`config.mk`:
```
export PLATFORM = sky130hd
export DESIGN_NAME = qsf_pin_if
export DESIGN_NICKNAME = d
export VERILOG_FILES = /design/src/qsf_pkg.sv /design/src/qsf_pin_if.sv
export SDC_FILE = /design/constraint.sdc
export NUM_CORES = 1
export LEC_CHECK = 0
export BUFFER_PORTS_ARGS = -buffer_cell sky130_fd_sc_hd__buf_4
export CORE_AREA = 4 4 100 102
export DETAILED_ROUTE_END_ITERATION = 10
export DIE_AREA = 0 0 104 106
export PLACE_DENSITY_LB_ADDON = 0.05
export SLEW_MARGIN = 20
export SYNTH_ARGS = -nofsm -noshare
export SYNTH_HDL_FRONTEND = slang
export SYNTH_SLANG_ARGS = --single-unit
```
`constraint.sdc`:
```
create_clock -name ref_clk -period 7.19 [get_ports ref_clk]
set_input_delay 1.438 -clock ref_clk [delete_from_list [all_inputs] [get_ports ref_clk]]
set_output_delay 1.438 -clock ref_clk [all_outputs]
set_load 0.05 [all_outputs]
```
`src/qsf_pkg.sv`:
```
package qsf_pkg;
  // array geometry
  localparam int PAGE_BYTES = 256;
  localparam int PAGE_COUNT = 4096;
  localparam int ADDR_W = 20;
  localparam int SECTOR_PAGES = 16;
  localparam int BLK32_PAGES = 128;
  localparam int BLK64_PAGES = 256;
  localparam int PAGE_SHIFT = 8;
  localparam int SECTOR_SHIFT = 12;
  localparam int BLK32_SHIFT = 15;
  localparam int BLK64_SHIFT = 16;
  localparam int UID_W = 64;
  localparam int OPC_W = 8;
  // lane modes
  typedef enum logic [1:0] {
    QSF_SINGLE = 2'b00,
    QSF_DUAL = 2'b01,
    QSF_QUAD = 2'b10
  } qsf_lane_type;
  // erase sizes
  typedef enum logic [1:0] {
    QSF_ERASE_SECTOR = 2'b00,
    QSF_ERASE_BLK32 = 2'b01,
    QSF_ERASE_BLK64 = 2'b10,
    QSF_ERASE_CHIP = 2'b11
  } qsf_erase_type;
  // interface states
  typedef enum logic [1:0] {
    QSF_ARMING = 2'b00,
    QSF_IDLE = 2'b01,
    QSF_ACTIVE = 2'b10
  } qsf_state_type;
  // protection bits from the status registers
  typedef struct packed {
    logic protect_complement_bit;
    logic sector_granularity_bit;
    logic top_bottom_select_bit;
    logic block_protect_bit2;
    logic block_protect_bit1;
    logic block_protect_bit0;
    logic status_write_guard_bit0;
  } qsf_prot_type;
  // pin-facing lane bundle
  typedef struct packed {
    logic [3:0] out;
    logic [3:0] oe;
  } qsf_lane_drive_type;
endpackage

```
`src/qsf_pin_if.sv`:
```
`timescale 1ns/1ps
module qsf_pin_if
  import qsf_pkg::*;
#(
  parameter logic [UID_W-1:0] UNIQUE_ID = 64'h0123_4567_89AB_CDEF, // arbitrary value
  parameter logic [23:0] ID_CODE = 24'hA5_5A_14 // arbitrary value
) (
  // clock and reset
  input wire logic ref_clk,
  input wire logic rst_b,
  // serial pins
  input wire logic spi_clk,
  input wire logic chip_sel_b,
  input wire logic [3:0] data_lane_in,
  output logic [3:0] data_lane_out,
  output logic [3:0] data_lane_oe,
  // core side: status bits and lane mode requested by the decoded opcode
  input wire logic quad_lane_enable_bit,
  input wire qsf_prot_type prot,
  input wire qsf_lane_type req_lane_mode,
  input wire logic read_phase,
  input wire logic [3:0] read_nibble,
  input wire logic internal_busy,
  // core side: captured fields
  output logic [OPC_W-1:0] opcode,
  output logic opcode_valid,
  output logic [7:0] rx_byte,
  output logic rx_byte_valid,
  output logic lane_shift,
  output logic selected,
  output logic paused,
  output logic status_write_allowed,
  output logic [UID_W-1:0] unique_id,
  output logic [23:0] id_code,
  output logic [ADDR_W-1:0] region_lo,
  output logic [ADDR_W-1:0] region_hi,
  output logic region_valid,
  output logic busy_hold
);
  typedef struct packed {
    logic [2:0] sclk_s;
    logic [2:0] cs_s;
    logic [2:0] hold_s;
    logic [2:0] wp_s;
    logic [3:0] lane_a;
    logic [3:0] lane_b;
    logic sclk_st;
    logic cs_st;
    logic hold_st;
    logic wp_st;
    qsf_state_type state;
    logic pause;
    logic pause_pend;
    logic [3:0] bit_cnt;
    logic [7:0] shreg;
    logic [OPC_W-1:0] opc;
    logic opc_v;
    logic [7:0] rxb;
    logic rxb_v;
    logic sh_pulse;
    qsf_lane_drive_type drv;
  } qsf_st_type;

  qsf_st_type s_reg, s_next;
  logic sclk_rise, sclk_fall, cs_fall, cs_rise, hold_eff_b;
  logic [2:0] step;
  logic [3:0] rx_bits;
  qsf_lane_type mode;

  always_comb begin
    s_next = s_reg;
    s_next.opc_v = 1'b0;
    s_next.rxb_v = 1'b0;
    s_next.sh_pulse = 1'b0;
    // three-stage sync; change counts when second and third agree
    s_next.sclk_s = {s_reg.sclk_s[1:0], spi_clk};
    s_next.cs_s = {s_reg.cs_s[1:0], chip_sel_b};
    s_next.hold_s = {s_reg.hold_s[1:0], data_lane_in[3]};
    // write-protect is a pin too, so it gets the same three-stage treatment
    s_next.wp_s = {s_reg.wp_s[1:0], data_lane_in[2]};
    s_next.lane_a = data_lane_in;
    s_next.lane_b = s_reg.lane_a;
    if (s_reg.sclk_s[2] == s_reg.sclk_s[1]) s_next.sclk_st = s_reg.sclk_s[2];
    if (s_reg.cs_s[2] == s_reg.cs_s[1]) s_next.cs_st = s_reg.cs_s[2];
    if (s_reg.hold_s[2] == s_reg.hold_s[1]) s_next.hold_st = s_reg.hold_s[2];
    if (s_reg.wp_s[2] == s_reg.wp_s[1]) s_next.wp_st = s_reg.wp_s[2];
    sclk_rise = (s_next.sclk_st & ~s_reg.sclk_st);
    sclk_fall = (~s_next.sclk_st & s_reg.sclk_st);
    cs_fall = (~s_next.cs_st & s_reg.cs_st);
    cs_rise = (s_next.cs_st & ~s_reg.cs_st);
    // pause pin is a data lane once quad is enabled
    hold_eff_b = quad_lane_enable_bit | s_next.hold_st;
    // quad requests fall back to single without the enable bit
    mode = req_lane_mode;
    if (req_lane_mode == QSF_QUAD && !quad_lane_enable_bit) mode = QSF_SINGLE;
    unique case (mode)
      QSF_SINGLE: step = 3'd1;
      QSF_DUAL: step = 3'd2;
      default: step = 3'd4;
    endcase
    rx_bits = s_reg.lane_b; // aligned with the synced clock edge
    // pause entry and exit both wait for a low clock
    if (s_reg.state == QSF_ACTIVE) begin
      if ((~hold_eff_b) != s_reg.pause) begin
        if (!s_next.sclk_st && (!s_reg.pause_pend || sclk_fall || !s_reg.sclk_st)) begin
          s_next.pause = ~hold_eff_b;
          s_next.pause_pend = 1'b0;
        end else begin
          s_next.pause_pend = 1'b1;
        end
      end else begin
        s_next.pause_pend = 1'b0;
      end
    end
    unique case (s_reg.state)
      QSF_ARMING: begin
        // nothing is taken until select has been seen falling
        if (cs_fall) begin
          s_next.state = QSF_ACTIVE;
          s_next.bit_cnt = 4'd0;
          s_next.shreg = 8'h00;
        end
      end
      QSF_IDLE: begin
        if (cs_fall) begin
          s_next.state = QSF_ACTIVE;
          s_next.bit_cnt = 4'd0;
          s_next.shreg = 8'h00;
        end
      end
      QSF_ACTIVE: begin
        if (cs_rise || s_next.cs_st) begin
          // partial opcode and pause state dropped at deselect
          s_next.state = QSF_IDLE;
          s_next.bit_cnt = 4'd0;
          s_next.pause = 1'b0;
          s_next.pause_pend = 1'b0;
        end else if (!s_next.pause) begin
          if (sclk_rise && !read_phase) begin
            s_next.sh_pulse = 1'b1;
            if (!s_reg.opc_v && s_reg.bit_cnt < 4'd8) begin
              // opcode always arrives on one lane, msb first
              s_next.shreg = {s_reg.shreg[6:0], rx_bits[0]};
              s_next.bit_cnt = s_reg.bit_cnt + 4'd1;
            end
            if (s_reg.bit_cnt == 4'd7 && !s_reg.opc_v) begin
              s_next.opc = {s_reg.shreg[6:0], rx_bits[0]};
              s_next.opc_v = 1'b1;
              s_next.bit_cnt = 4'd8;
            end else if (s_reg.bit_cnt >= 4'd8) begin
              unique case (mode)
                QSF_SINGLE: s_next.shreg = {s_reg.shreg[6:0], rx_bits[0]};
                QSF_DUAL: s_next.shreg = {s_reg.shreg[5:0], rx_bits[1:0]};
                default: s_next.shreg = {s_reg.shreg[3:0], rx_bits};
              endcase
              s_next.bit_cnt = 4'(s_reg.bit_cnt + {1'b0, step});
              // one bit wider than the counter, otherwise the byte end wraps to zero
              if (({1'b0, s_reg.bit_cnt} + {2'b00, step}) >= 5'd16) begin
                s_next.rxb = s_next.shreg;
                s_next.rxb_v = 1'b1;
                s_next.bit_cnt = 4'd8;
              end
            end
          end
          if (sclk_fall && read_phase) begin
            s_next.sh_pulse = 1'b1;
            unique case (mode)
              QSF_SINGLE: begin
                s_next.drv.out = {3'b000, read_nibble[0]} << 1;
                s_next.drv.oe = 4'b0010;
              end
              QSF_DUAL: begin
                s_next.drv.out = {2'b00, read_nibble[1:0]};
                s_next.drv.oe = 4'b0011;
              end
              default: begin
                s_next.drv.out = read_nibble;
                s_next.drv.oe = 4'b1111;
              end
            endcase
          end
          if (!read_phase) s_next.drv.oe = 4'b0000;
        end
      end
      default: s_next.state = QSF_IDLE;
    endcase
    // floating lanes while deselected or paused
    if (s_next.state != QSF_ACTIVE || s_next.pause) s_next.drv.oe = 4'b0000;
  end

  always_ff @(posedge ref_clk) begin
    if (!rst_b) begin
      s_reg <= '0;
      s_reg.sclk_s <= 3'b000;
      // select held low through reset must not read as a falling edge
      s_reg.cs_s <= 3'b000;
      s_reg.hold_s <= 3'b111;
      s_reg.wp_s <= 3'b111;
      s_reg.cs_st <= 1'b0;
      s_reg.hold_st <= 1'b1;
      s_reg.wp_st <= 1'b1;
      s_reg.state <= QSF_ARMING;
    end else begin
      s_reg <= s_next;
    end
  end

  assign data_lane_out = s_reg.drv.out;
  assign data_lane_oe = s_reg.drv.oe;
  assign opcode = s_reg.opc;
  assign opcode_valid = s_reg.opc_v;
  assign rx_byte = s_reg.rxb;
  assign rx_byte_valid = s_reg.rxb_v;
  assign lane_shift = s_reg.sh_pulse;
  assign selected = (s_reg.state == QSF_ACTIVE);
  assign paused = s_reg.pause;
  // an internal cycle is not stopped by deselect
  assign busy_hold = internal_busy;
  // status writes gated by write-protect unless quad owns the pin
  assign status_write_allowed = !(prot.status_write_guard_bit0 && !quad_lane_enable_bit
                                  && !s_reg.wp_st);
  assign unique_id = UNIQUE_ID;
  assign id_code = ID_CODE;

  // protected region: sector or 64K-block granularity
  logic [2:0] bp;
  logic [ADDR_W-1:0] span, lo, hi;
  always_comb begin
    bp = {prot.block_protect_bit2, prot.block_protect_bit1, prot.block_protect_bit0};
    span = '0;
    if (bp != 3'b000) begin
      if (prot.sector_granularity_bit) begin
        span = ADDR_W'((1 << SECTOR_SHIFT) << ((bp > 3'd5) ? 3'd4 : bp - 3'd1));
      end else begin
        span = ADDR_W'((1 << BLK64_SHIFT) << ((bp > 3'd4) ? 3'd4 : bp - 3'd1));
      end
    end
    if (bp == 3'b111 && !prot.sector_granularity_bit) span = '0;
    if (prot.top_bottom_select_bit) begin
      lo = '0;
      hi = span - ADDR_W'(1);
    end else begin
      lo = ADDR_W'(PAGE_COUNT * PAGE_BYTES) - span;
      hi = '1;
    end
    region_lo = lo;
    region_hi = hi;
    region_valid = (span != '0) || (bp == 3'b111);
    if (bp == 3'b111 && !prot.sector_granularity_bit) begin
      region_lo = '0;
      region_hi = '1;
    end
    if (prot.protect_complement_bit) begin
      region_valid = !region_valid || !(region_lo == '0 && region_hi == '1);
      if (prot.top_bottom_select_bit) begin
        region_lo = hi + ADDR_W'(1);
        region_hi = '1;
      end else begin
        region_lo = '0;
        region_hi = lo - ADDR_W'(1);
      end
    end
  end

  // page program bytes are counted up to one page (PAGE_BYTES), then the count holds
  localparam int PAGE_CNT_W = PAGE_SHIFT + 1;
  logic [PAGE_CNT_W-1:0] pg_bytes_reg;
  always_ff @(posedge ref_clk) begin
    if (!rst_b || !selected) pg_bytes_reg <= '0;
    else if (s_reg.rxb_v && pg_bytes_reg < PAGE_CNT_W'(PAGE_BYTES)) pg_bytes_reg <= pg_bytes_reg + 1'b1;
  end
endmodule

```
==> flow_metrics.tcl <==
set metrics [dict create \
    run_status "finished, final reports clean" \
    setup_viol_count_final 0 \
    cp.required_ps 5750 \
    final_layout_size_suffix_gt1_share_pct 15.3 \
    cts.repair.resized 0 \
    synth_simple_gate_area_share_pct 20.7 \
    cts_buffer_depth 2 \
    wl_per_cell_um 13.3 \
    final_cells 738 \
    drt-total-wl_mm 9.84 \
    floorplan.rows 35 \
    count_of_endpoints_failing_hold_in_the_final_timing_report 0 \
    final_cell_area_sq_mm 0.00492 \
    grt_setup_unrepaired "false" \
    worstPathBufferInverterCount 4 \
    r2r_cells 5 \
    post-layout-total-power_uw 984 \
    cts.clk_slew.worst_paths_ps 70 \
    maxCapViolCount 0 \
    count_of_antenna_violating_nets_left_after_detailed_routing 0 \
    crit_path_end_kind "output pin" \
    clock-skew-final_ps 9.55 \
    flow.area_growth_from_synthesis_pct 2.93 \
    cts_made_buffers 9 \
    post-place-cells 722 \
    setup.worst_path.start "prot[2]" \
    num_vias 3685 \
    achievable_freq_mhz 160 \
    vdd_drop_max_mv 0.146 \
    cts.htree.levels 3 \
    placed_area_sq_mm 0.00471 \
    initial_core_util_pct 52.4 \
    synth_seq_cells 64 \
    fill_cells 856 \
    hold_path_class "register to register" \
    timing.rr.end "opcode[5]$_SDFFE_PN0P_" \
    grt_pass1_vias 3214 \
    static_leakage_power_uw 0.00222 \
    period_minus_slack_ps 6260 \
    largest_family_of_logic_cells_by_synthesized_area "buffers and inverters" \
    synth.lib_cells_used.distinct 71 \
    summed_instance_area_of_the_synthesized_netlist_sq_mm 0.00478 \
    setup.reg_to_reg.worst_slack_ps 4510 \
    async_flop_share_pct 0 \
    grt_total_ovfl 0 \
    slew_headroom_pct 44.9 \
    grt_max_degree 34 \
    post_synth_inst_count 592 \
    avgSynthCellArea_sq_um 8.07 \
    setup.worst_path.start_class "primary input" \
    crit_path_arrival_time_ps 4820 \
    postCtsSetupBuffers 0 \
    clk_latency_ps 340 \
    worstSetupPathType "primary input to output pin" \
    worst-path-stages 15 \
    max_stage_delay_ps 430 \
    regToRegStartpoint "s_reg[46]$_SDFF_PN0_" \
    synth-adder-area-share_pct 4.45 \
    place_worst_setup_slack_ps 968 \
    die_width_um 104 \
    synth_mux_area_share_pct 5.24 \
    synthesis.yosys.warnings 0 \
    grt_pass1_wl_mm 15.4 \
    remaining_drc_errors 0 \
    path_common_cell "sky130_fd_sc_hd__ha_1" \
    critPathSlowestCell "sky130_fd_sc_hd__or3_1" \
    top_level_ports 184 \
    coreArea_sq_mm 0.00911 \
    tritoncts "yes" \
    power_density_of_the_placed_cells_mw_per_mm2 200 \
    grt_antenna_before_repair 0 \
    clockRootBuffer "sky130_fd_sc_hd__clkbuf_8" \
    slew_viol_final 0 \
    timing.hold.worst_path_depth 1 \
    first_pass_iters 5 \
    layout.nets 660 \
    setup_tns_ps 0 \
    drt-initial-drc-count 172 \
    global_route.usage.total_pct 16.8 \
    synth_enable_flop_cells 0 \
    chip_height_um 106 \
    route.detailed.vias_per_inst 4.99 \
    gp_congestion 0.843 \
    tightest_slew_ps 826 \
    cts_hold_buffers 0 \
    num_antenna_cells 0 \
    io_buf_count 69 \
    post_synth_xor_area_fraction_pct 1.99 \
    most_used_flip_flop_cell_after_synthesis "sky130_fd_sc_hd__dfxtp_1" \
    floorplan.die_area_sq_mm 0.0110 \
    critical_path.top_delay_family "simple AND/OR/NAND/NOR gates" \
    dpl.hpwl_mm 7.50 \
    synth_sequential_area_ratio_pct 26.8 \
    startpoint_of_the_most_critical_hold_path "s_next[56]$_SDFF_PN1_" \
    numClockSinks 64 \
    largest_register_ff_count 21 \
    finalWorstSetupSlack_ps 931 \
    synth-compound-area-share_pct 15.3 \
    min_period_over_period_pct 87.0 \
    timing.critical_path.fanout_max 10 \
    crit_path_cell_trace "buf_4 > inv_1 > ha_1 > ha_1 > nand2_1 > a21o_1 > or3_1 > ha_1 > inv_1 > o31a_1 > nand2_1 > nor3_1 > nor3b_1 > o31ai_2 > buf_4" \
    worst_hold_endpoint "s_next[57]$_SDFF_PN1_" \
]
cell families (layout without fill, tap and decap cells):
logic type | count (synthesis) | count (layout)
AOI/OAI and AO/OA | 106 | 106
xor gates and xnor gates | 10 | 10
adders and majority gates | 17 | 17
buffers and inverters | 179 | 104
DFF | 64 | 64
muxes | 25 | 25
other | 2 | 112
and+or+nand+nor | 189 | 189
power by group:
part	switching (uW)	internal (uW)
clock network	139	180
registers	1.86	359
logic	241	63.6
total	382	603
metal layers:
layer | vias up | GRT usage, % | part of all wire [%]
met5 | - | 0 | 0
met4 | 0 | 5.41 | 1.1
met3 | 12 | 5.16 | 8.3
met2 | 157 | 26.9 | 47
met1 | 1686 | 21.7 | 44
li1 | 1830 | - | -
cell usage after synthesis (all sizes together) (5+ instances only):
master  count  area (sq um)
and2       24           153
ha         13           163
nand3      11          55.1
dfxtp      64          1280
nor3        8          51.3
inv        17          63.8
nor2b      10          62.6
clkbuf     18          67.6
mux2i      25           250
or3         6          37.5
o21ai      17          85.1
a211oi     11          82.6
nand2b     16           100
xnor2       6          60.1
nor3b       5          37.5
buf       143          1080
nor2       63           236
nand2      27           101
a31oi      10          62.6
a21oi      22           110
a22oi       7          52.6
a21o        5          37.5
layout by cell type, fill, tap and decap left out, types with 3 or more instances in the layout:
cell	synthesis	routed
sky130_fd_sc_hd__buf_4	137	70
sky130_fd_sc_hd__nand2b_1	16	16
sky130_fd_sc_hd__a211oi_1	11	11
sky130_fd_sc_hd__nor3_1	7	7
sky130_fd_sc_hd__conb_1	2	112
sky130_fd_sc_hd__nor2b_1	10	10
sky130_fd_sc_hd__or3_1	6	6
sky130_fd_sc_hd__inv_1	17	17
sky130_fd_sc_hd__a31oi_1	10	10
sky130_fd_sc_hd__nand4_1	3	3
sky130_fd_sc_hd__dfxtp_1	64	64
sky130_fd_sc_hd__and2_1	22	22
sky130_fd_sc_hd__xor2_1	4	4
sky130_fd_sc_hd__a21o_1	5	5
sky130_fd_sc_hd__nand3_1	11	11
sky130_fd_sc_hd__clkbuf_8	0	11
sky130_fd_sc_hd__nor2_1	63	63
sky130_fd_sc_hd__mux2i_1	25	25
sky130_fd_sc_hd__ha_1	13	13
sky130_fd_sc_hd__o21ai_0	16	16
sky130_fd_sc_hd__xnor2_1	5	5
sky130_fd_sc_hd__a22oi_1	7	7
sky130_fd_sc_hd__nand2_1	27	27
sky130_fd_sc_hd__nor3b_1	5	5
sky130_fd_sc_hd__a21oi_1	22	22
sky130_fd_sc_hd__o22ai_1	4	4
sky130_fd_sc_hd__maj3_1	3	3
final cells by class:
class                      count  area [sq um]  area share [%]
timing repair buffer          70           526            10.7
tap                          111           139            2.83
multi-input combinational    459          2700            54.8
sequential                    64          1280            26.1
clock inverter                 4          51.3            1.04
inverter                      18          67.6            1.37
clock buffer                  12           155            3.16
through the flow:
stage	utilization [%]	hold WS (ps)
3_5_place_dp	51.7	395
6_report	54.0	409
2_1_floorplan	-	386
3_3_place_gp	51.7	393
5_1_grt	54.0	434
4_1_cts	54.0	414
how the worst max path moves through the flow:
| stage | to | slack [ps] |
|---|---|---|
| 2_1_floorplan | region_lo[17] | 760 |
| 3_3_place_gp | region_lo[19] | 1110 |
| 3_5_place_dp | region_lo[19] | 970 |
| 4_1_cts | region_lo[19] | 960 |
| 5_1_grt | region_lo[19] | 680 |
| 6_report | region_lo[19] | 930 |
worst register-to-register path: cells and delay by family (launching register included):
family | cells | cell delay, ps
and+or+nand+nor | 4 | 1940
DFF | 1 | 370
muxes | 1 | 250
No activity file was read; power rests on OpenSTA's default activity.
